$ cat config.mk
export PLATFORM = sky130hd
export DESIGN_NAME = serial_input_parser
export DESIGN_NICKNAME = d
export VERILOG_FILES = /design/src/parser_pkg.sv /design/src/byte_if.sv /design/src/byte_fifo.sv /design/src/serial_input_parser.sv
export SDC_FILE = /design/constraint.sdc
export NUM_CORES = 1
export LEC_CHECK = 0
export BUFFER_PORTS_ARGS = -buffer_cell sky130_fd_sc_hd__buf_2
export CORE_UTILIZATION = 48
export CTS_BUF_LIST = sky130_fd_sc_hd__clkbuf_16
export DETAILED_ROUTE_END_ITERATION = 7
export MAX_ROUTING_LAYER = met4
export PLACE_DENSITY = 0.7
export SKIP_CTS_REPAIR_TIMING = 1
export SLEW_MARGIN = 10
export SYNTH_ARGS = -nofsm -noshare
export SYNTH_HDL_FRONTEND = slang
export SYNTH_SLANG_ARGS = --single-unit
$ cat constraint.sdc
create_clock -name clk -period 3.54 [get_ports clk]
set_clock_uncertainty 0.05 [all_clocks]
set_input_delay 0.177 -clock clk [delete_from_list [all_inputs] [get_ports clk]]
set_output_delay 0.177 -clock clk [all_outputs]
set_load 0.02 [all_outputs]
$ cat src/parser_pkg.sv
// Constants, commands and states of the serial input parser
package parser_pkg;
    localparam int          BYTE_W     = 8;
    localparam int          NUM_W      = 16;
    localparam int          FIFO_DEPTH = 8;
    localparam int          WAIT_MAX   = 6;
    localparam logic [2:0]  WAIT_MAX_C = 3'h6;
    localparam logic [7:0]  SP_MAX     = 8'h7E;
    localparam logic [2:0]  DIGITS_MAX = 3'h5;
    localparam logic [7:0]  DIGIT_LO   = 8'h30;
    localparam logic [7:0]  DIGIT_HI   = 8'h39;
    localparam logic [7:0]  FILL_BYTE  = 8'h00;
    localparam logic [7:0]  SP_BASE    = 8'h00;
    localparam logic [15:0] NUM_RADIX  = 16'h000A;
    localparam logic [7:0]  RST_BYTE   = 8'h00;
    localparam logic [15:0] RST_WORD   = 16'h0000;

    typedef enum logic [2:0] {
        OP_NUM   = 3'b000,
        OP_STR   = 3'b001,
        OP_WAIT  = 3'b010,
        OP_AWAIT = 3'b011,
        OP_SKIP  = 3'b100,
        OP_SP    = 3'b101
    } op_t;

    typedef enum logic [3:0] {
        S_IDLE     = 4'b0000,
        S_NUM      = 4'b0001,
        S_STR      = 4'b0010,
        S_ZFILL    = 4'b0011,
        S_WAIT     = 4'b0100,
        S_AW_FETCH = 4'b0101,
        S_AW_CMP   = 4'b0110,
        S_SKIP     = 4'b0111,
        S_SP       = 4'b1000,
        S_FIN      = 4'b1001
    } st_t;
endpackage

$ cat src/byte_if.sv
// Valid/ready byte channel between the buffer and the parser
`timescale 1ns/1ps
`default_nettype none
interface byte_if;
    logic [7:0] data;
    logic       valid;
    logic       ready;
    modport src (output data, output valid, input ready);
    modport snk (input data, input valid, output ready);
endinterface
`default_nettype wire

$ cat src/byte_fifo.sv
// Byte FIFO that buffers the received stream ahead of the parser
`timescale 1ns/1ps
`default_nettype none
module byte_fifo #(
    parameter int W     = 8,
    parameter int DEPTH = 8
) (
    // Clock and reset
    input  wire logic         clk,
    input  wire logic         reset_n,
    // Fill side
    input  wire logic         in_valid,
    output logic              in_ready,
    input  wire logic [W-1:0] in_data,
    // Drain side
    byte_if.src               out
);
    localparam int AW = $clog2(DEPTH);

    logic [AW:0]  wr_ptr_r;
    logic [AW:0]  rd_ptr_r;
    logic [W-1:0] mem_r [DEPTH];
    logic         full;
    logic         empty;
    logic         push;
    logic         pop;

    assign empty = (wr_ptr_r == rd_ptr_r);
    assign full  = (wr_ptr_r[AW] != rd_ptr_r[AW])
                && (wr_ptr_r[AW-1:0] == rd_ptr_r[AW-1:0]);
    assign in_ready  = !full;
    assign out.valid = !empty;
    assign out.data  = mem_r[rd_ptr_r[AW-1:0]];
    assign push = in_valid && !full;
    assign pop  = out.ready && !empty;

    // Storage needs no reset; the pointers gate every read
    always_ff @(posedge clk) begin
        if (push) begin
            mem_r[wr_ptr_r[AW-1:0]] <= in_data;
        end
    end

    always_ff @(posedge clk or negedge reset_n) begin
        if (!reset_n) begin
            wr_ptr_r <= '0;
            rd_ptr_r <= '0;
        end else begin
            if (push) begin
                wr_ptr_r <= wr_ptr_r + 1'b1;
            end
            if (pop) begin
                rd_ptr_r <= rd_ptr_r + 1'b1;
            end
        end
    end
endmodule
`default_nettype wire

$ cat src/serial_input_parser.sv
// Serial input parser: runs input actions on a received byte stream
`timescale 1ns/1ps
`default_nettype none
// Function
// - Result keeps low 8 or 16 bits
// - Unlimited number ends at first non-digit
// - Digit limit stops conversion early
// - String stored up to length or terminator
// - Early end zero-fills remaining elements
// - Terminator byte is never stored
// - Literal wait pattern holds up to six bytes
// - Exact case-sensitive match, other input ignored
// - Wait holds until whole pattern seen
// - Array wait uses length or zero end
// - Skip discards exactly the given count
// - Scratch-pad capture, at most 126, from zero
// - Actions run in order on the stream
// - Number waits for first accepted digit
module serial_input_parser
    import parser_pkg::*;
(
    // Clock and reset
    input  wire logic        clk,
    input  wire logic        reset_n,
    // Received byte stream
    input  wire logic        rx_valid,
    output logic             rx_ready,
    input  wire logic [7:0]  rx_data,
    // Action command
    input  wire logic        act_valid,
    output logic             act_ready,
    input  wire op_t         act_op,
    input  wire logic [7:0]  act_len,
    input  wire logic [7:0]  act_base,
    input  wire logic        act_term_en,
    input  wire logic [7:0]  act_term,
    input  wire logic [2:0]  act_digits,
    input  wire logic        act_word,
    input  wire logic [47:0] act_pat,
    input  wire logic [2:0]  act_pat_len,
    output logic             act_done,
    // Numeric result
    output logic             num_valid,
    output logic [15:0]      num_data,
    // Storage write
    output logic             mem_we,
    output logic             mem_sp,
    output logic [7:0]       mem_addr,
    output logic [7:0]       mem_wdata,
    // Storage read
    output logic [7:0]       mem_rd_addr,
    input  wire logic [7:0]  mem_rd_data
);
    byte_if bus ();

    st_t         st_r;
    op_t         op_r;
    logic [7:0]  len_r;
    logic [7:0]  base_r;
    logic        term_en_r;
    logic [7:0]  term_r;
    logic [2:0]  dlim_r;
    logic        word_r;
    logic [47:0] pat_r;
    logic [2:0]  plen_r;
    logic [7:0]  idx_r;
    logic [7:0]  rd_addr_r;
    logic [15:0] acc_r;
    logic [2:0]  ndig_r;
    logic        started_r;
    logic [47:0] hist_r;
    logic [2:0]  hcnt_r;
    logic        we_r;
    logic        sp_r;
    logic [7:0]  addr_r;
    logic [7:0]  wdata_r;
    logic [15:0] num_r;

    logic        take;
    logic [7:0]  byt;
    logic        is_digit;
    logic [15:0] acc_nxt;
    logic        lim_hit;
    logic [7:0]  idx_inc;
    logic        is_term;
    logic        aw_end;
    logic [47:0] hist_nxt;
    logic [5:0]  byte_ok;
    logic        wait_match;

    // The buffer lets the sender run ahead while an action is busy
    byte_fifo #(
        .W     (BYTE_W),
        .DEPTH (FIFO_DEPTH)
    ) u_fifo (
        .clk      (clk),
        .reset_n  (reset_n),
        .in_valid (rx_valid),
        .in_ready (rx_ready),
        .in_data  (rx_data),
        .out      (bus)
    );

    assign byt      = bus.data;
    assign take     = bus.valid && bus.ready;
    assign is_digit = (byt >= DIGIT_LO) && (byt <= DIGIT_HI);
    assign acc_nxt  = 16'(acc_r * NUM_RADIX)
                    + {12'h000, 4'(byt - DIGIT_LO)};
    assign lim_hit  = (dlim_r != 3'h0)
                   && (3'(ndig_r + 3'h1) == dlim_r);
    assign idx_inc  = idx_r + 8'h01;
    assign is_term  = term_en_r && (byt == term_r);
    assign aw_end   = (len_r == 8'h00) ? (mem_rd_data == FILL_BYTE)
                                       : (idx_r == len_r);
    assign hist_nxt = {hist_r[39:0], byt};

    // Exact byte compare of the newest bytes against the pattern
    genvar gi;
    generate
        for (gi = 0; gi < WAIT_MAX; gi++) begin : g_cmp
            assign byte_ok[gi] = (3'(gi) >= plen_r)
                || (hist_nxt[8*gi +: 8] == pat_r[8*gi +: 8]);
        end
    endgenerate
    assign wait_match = (&byte_ok) && (3'(hcnt_r + 3'h1) >= plen_r);

    always_comb begin
        unique case (st_r)
            S_NUM, S_STR, S_WAIT, S_SKIP, S_SP: bus.ready = 1'b1;
            S_AW_CMP: bus.ready = !aw_end;
            default:  bus.ready = 1'b0;
        endcase
    end

    assign act_ready   = (st_r == S_IDLE);
    assign act_done    = (st_r == S_FIN);
    assign num_valid   = (st_r == S_FIN) && (op_r == OP_NUM);
    assign num_data    = num_r;
    assign mem_we      = we_r;
    assign mem_sp      = sp_r;
    assign mem_addr    = addr_r;
    assign mem_wdata   = wdata_r;
    assign mem_rd_addr = rd_addr_r;

    function automatic logic [15:0] fit(input logic [15:0] v,
                                        input logic        w);
        fit = w ? v : {8'h00, v[7:0]};
    endfunction

    // Sequencer: one action at a time, each from the next byte
    always_ff @(posedge clk or negedge reset_n) begin
        if (!reset_n) begin
            st_r      <= S_IDLE;
            op_r      <= OP_NUM;
            len_r     <= RST_BYTE;
            base_r    <= RST_BYTE;
            term_en_r <= 1'b0;
            term_r    <= RST_BYTE;
            dlim_r    <= 3'h0;
            word_r    <= 1'b0;
            pat_r     <= '0;
            plen_r    <= 3'h0;
            idx_r     <= RST_BYTE;
            rd_addr_r <= RST_BYTE;
        end else begin
            unique case (st_r)
                S_IDLE: begin
                    if (act_valid) begin
                        op_r      <= act_op;
                        base_r    <= act_base;
                        term_en_r <= act_term_en;
                        term_r    <= act_term;
                        word_r    <= act_word;
                        pat_r     <= act_pat;
                        idx_r     <= RST_BYTE;
                        rd_addr_r <= act_base;
                        dlim_r    <= (act_digits > DIGITS_MAX)
                                   ? DIGITS_MAX : act_digits;
                        plen_r    <= (act_pat_len > WAIT_MAX_C)
                                   ? WAIT_MAX_C : act_pat_len;
                        len_r     <= (act_op == OP_SP && act_len > SP_MAX)
                                   ? SP_MAX : act_len;
                        unique case (act_op)
                            OP_NUM:   st_r <= S_NUM;
                            OP_STR:   st_r <= (act_len == 8'h00)
                                            ? S_FIN : S_STR;
                            OP_WAIT:  st_r <= (act_pat_len == 3'h0)
                                            ? S_FIN : S_WAIT;
                            OP_AWAIT: st_r <= S_AW_FETCH;
                            OP_SKIP:  st_r <= (act_len == 8'h00)
                                            ? S_FIN : S_SKIP;
                            OP_SP:    st_r <= (act_len == 8'h00)
                                            ? S_FIN : S_SP;
                            default:  st_r <= S_FIN;
                        endcase
                    end
                end
                S_NUM: begin
                    if (take && is_digit && lim_hit) begin
                        st_r <= S_FIN;
                    end else if (take && !is_digit && started_r) begin
                        st_r <= S_FIN;
                    end
                end
                S_STR: begin
                    if (take && is_term) begin
                        st_r <= S_ZFILL;
                    end else if (take) begin
                        idx_r <= idx_inc;
                        st_r  <= (idx_inc == len_r) ? S_FIN : S_STR;
                    end
                end
                S_ZFILL: begin
                    idx_r <= idx_inc;
                    st_r  <= (idx_inc == len_r) ? S_FIN : S_ZFILL;
                end
                S_WAIT: begin
                    if (take && wait_match) begin
                        st_r <= S_FIN;
                    end
                end
                S_AW_FETCH: begin
                    st_r <= S_AW_CMP;
                end
                S_AW_CMP: begin
                    if (aw_end) begin
                        st_r <= S_FIN;
                    end else if (take) begin
                        // Restart on a miss; simple, but may miss overlaps
                        idx_r     <= (byt == mem_rd_data) ? idx_inc
                                                          : RST_BYTE;
                        rd_addr_r <= (byt == mem_rd_data)
                                   ? base_r + idx_inc : base_r;
                        st_r      <= S_AW_FETCH;
                    end
                end
                S_SKIP, S_SP: begin
                    if (take) begin
                        idx_r <= idx_inc;
                        if (idx_inc == len_r) begin
                            st_r <= S_FIN;
                        end
                    end
                end
                S_FIN: begin
                    st_r <= S_IDLE;
                end
                default: st_r <= S_IDLE;
            endcase
        end
    end

    // Decimal accumulator; wraps silently past 16 bits
    always_ff @(posedge clk or negedge reset_n) begin
        if (!reset_n) begin
            acc_r     <= RST_WORD;
            ndig_r    <= 3'h0;
            started_r <= 1'b0;
            num_r     <= RST_WORD;
        end else if (st_r == S_IDLE) begin
            acc_r     <= RST_WORD;
            ndig_r    <= 3'h0;
            started_r <= 1'b0;
        end else if (st_r == S_NUM && take) begin
            if (is_digit) begin
                acc_r     <= acc_nxt;
                ndig_r    <= 3'(ndig_r + 3'h1);
                started_r <= 1'b1;
                if (lim_hit) begin
                    num_r <= fit(acc_nxt, word_r);
                end
            end else if (started_r) begin
                num_r <= fit(acc_r, word_r);
            end
        end
    end

    // History of the newest bytes for the literal wait
    always_ff @(posedge clk or negedge reset_n) begin
        if (!reset_n) begin
            hist_r <= '0;
            hcnt_r <= 3'h0;
        end else if (st_r == S_IDLE) begin
            hist_r <= '0;
            hcnt_r <= 3'h0;
        end else if (st_r == S_WAIT && take) begin
            hist_r <= hist_nxt;
            hcnt_r <= (hcnt_r == WAIT_MAX_C) ? hcnt_r : 3'(hcnt_r + 3'h1);
        end
    end

    // Storage write port
    always_ff @(posedge clk or negedge reset_n) begin
        if (!reset_n) begin
            we_r    <= 1'b0;
            sp_r    <= 1'b0;
            addr_r  <= RST_BYTE;
            wdata_r <= RST_BYTE;
        end else begin
            we_r <= 1'b0;
            if (st_r == S_STR && take && !is_term) begin
                we_r    <= 1'b1;
                sp_r    <= 1'b0;
                addr_r  <= base_r + idx_r;
                wdata_r <= byt;
            end else if (st_r == S_ZFILL) begin
                we_r    <= 1'b1;
                sp_r    <= 1'b0;
                addr_r  <= base_r + idx_r;
                wdata_r <= FILL_BYTE;
            end else if (st_r == S_SP && take) begin
                we_r    <= 1'b1;
                sp_r    <= 1'b1;
                addr_r  <= SP_BASE + idx_r;
                wdata_r <= byt;
            end
        end
    end
endmodule
`default_nettype wire

# After elaboration in Yosys (flattened, before gate mapping)
# Memory sizes are Yosys's and may differ from the RTL's.
# Cells that the tools add are included.
# word_totals
ff_bits	208
ram_bits	64
input_bits	103
output_inout_bits	46
word_cells	213
memories	1
# classes
n_addsub	9
mul	1
n_lt_le_gt_ge	12
eq_ne	41
mux	68
bitwise	1
n_reduce_logical	56
# memory_table
name	depth	word_bits	rd	rd_ports_with_merged_regs	write_ports	line_no	source
u_fifo.mem_r	8	8	1	0	1	byte_fifo.sv:22	logic [W-1:0] mem_r [DEPTH];
# ops
op	count
8-bit two-way mux	17
16-bit two-way mux	8
8-bit == test	10
40-bit two-way mux	2
4-bit two-way mux	15
8-bit one-hot mux with 5 select lines	1
4-bit one-hot mux with 8 select lines	1
8-bit zero test	3
3-bit two-way mux	8
4-bit one-hot mux with 6 select lines	1
1-bit logical AND	20
16-bit by 4-bit adder with 16-bit output	1
8-bit adder	2
4-bit by 3-bit == test with 1-bit output (second input constant)	4
16-bit by 3-bit multiplier with 15-bit output (second input constant)	1
2-bit != test (second input constant)	8
8-bit one-hot mux with 2 select lines	1
1-bit two-way mux	13
2-bit nonzero test	5
3-bit == test (second input constant)	3
3-bit zero test	3
3-bit != test (second input constant)	3
4-bit by 1-bit adder with 4-bit output (second input constant)	2
8-bit by 1-bit adder with 8-bit output (second input constant)	1
other kinds (33)	55

# Logic depth before layout (Yosys ltp)
# logic_depth
depth_word	10
depth_mapped	15

# Modules after synthesis
# Synthesis repeated with hierarchy kept, for this count alone.
# hier_totals
hier_cells	1469
area_unflattened_um2	14461.4
# modules_own_cells
module	n_inst	cells_each	area_each_um2
serial_input_parser	1	1315	11330.9
byte_fifo	1	154	3130.5

# Worst setup path before layout
# OpenSTA, ideal clock, no wires.
# synth_timing
path_kind	reg-to-reg
from	register u_fifo.rd_ptr_r[1]
to	register acc_r[15]
setup_time_ns	0.083
arrival_ns	3.328
t_required_ns	3.407
setup_slack_ns	0.080
stages_incl_launch_ff	14
n_path_buf	1
synth_period_minus_slack_ns	3.460
path_cell_list	dfrtp_1 buf_6 mux4_2 mux2i_2 inv_2 ha_1 a21o_1 nand4_1 nor3_1 nand4_1 nor3_1 nor3b_1 xnor3_1 o21ai_0
# synth_via
elab_chain_len	6
elab_cells_between_ends	16
cone_classes	2 x add/sub; 2 x order compare; 1 x eq/ne; 3 x mux; 7 x reduce/logical; 1 x memory
# synth_lines
item	line_no	source
start, declared	byte_fifo.sv:21	logic [AW:0] rd_ptr_r;
start signal, assigned	byte_fifo.sv:53	rd_ptr_r <= rd_ptr_r + 1'b1;
memory 8 x 8 bit / 4-bit == test (equally long branches)	--	
4-bit by 1-bit subtractor with 4-bit output / 1-bit zero test (equally long branches)	serial_input_parser.sv:108, byte_fifo.sv:32	
16-bit by 4-bit adder with 16-bit output / 1-bit logical AND (equally long branches)	serial_input_parser.sv:108, serial_input_parser.sv:105	
16-bit two-way mux / 1-bit logical AND (equally long branches)	serial_input_parser.sv:265, serial_input_parser.sv:264	
16-bit two-way mux / 2-bit nonzero test (equally long branches)	--	
16-bit two-way mux / 2-bit AND reduction (equally long branches)	--	
end signal, assigned	serial_input_parser.sv:266	acc_r <= acc_nxt;
end, declared	serial_input_parser.sv:68	logic [15:0] acc_r;
# Several ways; a longest one is shown, not always the timed one. The select of a mux whose other input is x is not followed.
# A chain may end at the register's enable or synchronous reset.

# Worst setup path in the final report
# layout_timing
from	register u_fifo.rd_ptr_r[1]
to	register addr_r[7], in the netlist mem_addr[7]
# layout_via
elab_chain_len	6
elab_cells_between_ends	12
cone_classes	2 x eq/ne; 1 x mux; 8 x reduce/logical; 1 x memory
# layout_lines
item	line_no	source
memory 8 x 8 bit / 4-bit == test (equally long branches)	--	
8-bit == test / 1-bit zero test (equally long branches)	serial_input_parser.sv:112, byte_fifo.sv:32	
1-bit logical AND (on tied branches)	serial_input_parser.sv:112, serial_input_parser.sv:105	
1-bit zero test / 1-bit logical AND (equally long branches)	serial_input_parser.sv:301	if (st_r == S_STR && take && !is_term) begin
1-bit logical AND	serial_input_parser.sv:301	
3-bit nonzero test (no source line) / 8-bit two-way mux (equally long branches)	--	
end signal, assigned	serial_input_parser.sv:304	addr_r <= base_r + idx_r;
end signal, assigned	serial_input_parser.sv:309	addr_r <= base_r + idx_r;
end signal, assigned	serial_input_parser.sv:314	addr_r <= SP_BASE + idx_r;
end, declared	serial_input_parser.sv:75	logic [7:0] addr_r;
# Several ways; a longest one is shown, not always the timed one.

==> out/results.tsv <==
metric	value	unit
drc_errors	0	
initial_core_util	49.25	%
placed_cells	1949	
period_share	95.68	%
ctsHtreeMaxLevel	1	
fin_nets	1848	
final_layout_size_suffix_gt1_share	18.66	%
slew-limit-headroom	45.71	%
synth.distinct_cells	76	
place.gp.congestion	0.9322	
multiInputGateArea	6808	um^2
avgSynthCellArea	10.11	um^2
critical_path_arrival	3.79	ns
fill_cells	2323	
track_usage	24.51	%
grt_max_degree	89	
clock_latency	0.57	ns
syn-instance-count	1410	
status	finished, final reports clean	
grt_pass1_vias	10799	
hpwl	25770	um
cap_violations	0	
cp-start-kind	flip-flop	
core-area	28940	um^2
fin_tns_setup	0	ns
row_count	62	
crit_type	flip-flop to flip-flop	
die_area	30380	um^2
die_h	174.3	um
cts_root_buffer	clkbuf_16	
syn_nets	1566	
crit_fanout	10	
seqCellArea	7128	um^2
clock.fmax	295.2	MHz
worst_pin_slew	0.8114	ns
setup_violations	0	
clock_sinks	272	
synthesis.area	14250	um^2
routedWlPerCell	18.08	um
io_buffers	148	
cts_buffer_depth	3	
area_delta_synth_final	24.95	%
synthFlopType	dfrtp_1	
die_w	174.3	um
synth_edf_count	64	
layout_min_cycle_time	3.387	ns
end_kind	flip-flop	
p_leak	0.008442	uW
ys_seq_area_share	50.01	%
ys_seq_elements	272	
yosys_warnings	0	
firstDrtPassIters	5	
grt.overflow.total	0	
grt_pass1_wl	57720	um
clk_pin_slew	0.06	ns
dr_total_vias	11563	
cts_tree	done	
min-delay-path-class	input pin to flip-flop	
cts_buffers	29	
total_power	13770	uW
ir_worst_vdd	0.5037	mV
ant_nets	0	
drt-total-wl	38000	um
required	3.94	ns
antenna_found_initial	3	
async_flop_share	76.47	%
pwr_density_cell	773.6	nW/um^2
stdcell_count	2102	
via_per_inst	5.501	
ios	149	
drtIter0Drc	843	
finalMaxSlewViolations	0	
hold_viol	0	
[cells by family after synthesis]
family	Yosys count	synth area share (%)
AOI/OAI and AO/OA	198	9.536
xor gates and xnor gates	128	8.060
adders and majority gates	53	4.864
buffers and inverters	97	2.757
DFF	272	50.01
muxes	63	6.111
and+or+nand+nor	599	18.66
[cell usage after synthesis, types with 7 or more instances]
cell type | n | area, um^2
a21oi_1 | 24 | 120.1
mux2_1 | 12 | 135.1
nor2_1 | 76 | 285.3
nor2b_1 | 10 | 62.56
xor2_1 | 61 | 534.3
clkbuf_1 | 46 | 172.7
xnor2_1 | 65 | 569.3
ha_1 | 49 | 613.1
edfxtp_1 | 64 | 1922
nand3_1 | 74 | 370.4
nand2_1 | 336 | 1261
dfrtp_1 | 208 | 5205
buf_1 | 7 | 26.28
nand2b_1 | 11 | 68.82
mux2_2 | 8 | 90.09
nand4_1 | 12 | 75.07
o21ai_0 | 64 | 320.3
a31oi_1 | 7 | 43.79
inv_1 | 32 | 120.1
a21o_1 | 19 | 142.6
nor3_1 | 21 | 105.1
nor4_1 | 20 | 125.1
mux2i_1 | 23 | 230.2
a221o_1 | 9 | 90.09
a211oi_1 | 12 | 90.09
mux4_2 | 14 | 315.3
[placed cells by master (no fill, tap or decap), drive strengths merged, types with 21 or more instances in the layout]
cell	instances
o21ai	67
nand2	336
xnor2	65
inv	44
nor4	21
mux2i	29
edfxtp	64
nor3	21
dfrtp	208
xor2	61
nand3	74
ha	49
buf	219
dlygate4sd3	93
clkbuf	30
a21oi	24
nor2	78
[sequential cells by signal, summed over array words and instances, names as in the netlist, 3 cells and up]
signal           count
op_r                 3
u_fifo.wr_ptr_r      4
ndig_r               3
hist_r              40
num_data            16
u_fifo.mem_r        64
hcnt_r               3
st_r                 4
len_r                8
term_r               8
plen_r               3
u_fifo.rd_ptr_r      4
idx_r                8
acc_r               16
mem_addr             8
mem_rd_addr          8
base_r               8
pat_r               48
mem_wdata            8
dlim_r               3
[final timing paths]
path                                    start                  to  slack, ns  cells past startpoint
max                        u_fifo.rd_ptr_r[1]         mem_addr[7]       0.15                     11
min                                  rx_valid  u_fifo.wr_ptr_r[0]       0.01                      3
max reg2reg                u_fifo.rd_ptr_r[1]         mem_addr[7]       0.15                     11
min reg2reg                       num_data[9]         num_data[9]       0.43                      1
max in group asynchronous             reset_n           acc_r[12]       2.25                      3
min in group asynchronous             reset_n        num_data[10]       0.16                      2
[power breakdown]
part	total, uW	switching [uW]	internal, uW
Combinational	5790	3270	2520
Sequential	4920	812	4110
Clock	3060	1280	1780
[stage by stage]
stage | cell area (um^2) | setup WS (ns) | util [%] | hold slack (ns)
4_1_cts | 16770 | -0.06916 | 57.97 | -0.3841
3_5_place_dp | 15820 | -0.01955 | 54.69 | 0.2051
5_1_grt | 17800 | -0.01940 | 61.53 | 0.03463
2_1_floorplan | 14250 | 0.07952 | - | -0.1686
6_report | 17800 | 0.1528 | 61.53 | 0.01258
3_3_place_gp | 15820 | 0.006991 | 54.69 | 0.2112
[worst max-delay path, stage by stage, from the launching register on]
cell and delay (ns):
dfrtp_2 0.45, buf_4 0.19, buf_4 0.18, mux4_2 0.54, mux2i_4 0.17, xnor2_1 0.09, nor4_1 0.24, nand4_1 0.22
a31oi_2 0.31, buf_4 0.22, mux2_2 0.34, a221oi_1 0.27
[cell type report]
type	count	area share, %
Tap cell	384	2.699
Multi-Input combinational cell	1041	38.24
Antenna cell	3	0.04216
Timing Repair Buffer	313	12.92
Clock inverter	25	1.258
Sequential cell	272	40.04
Inverter	35	0.7379
Clock buffer	29	4.076
[per-layer routing]
metal / wire length (um) / track usage, % / up-vias
met4: 933 / 6.140 / 0
met3: 2088 / 3.171 / 86
met2: 18210 / 38.45 / 375
li1: - / - / 5491
met1: 16770 / 33.72 / 5611
met5: 0 / - / -
No activity file was read; power rests on OpenSTA's default activity.
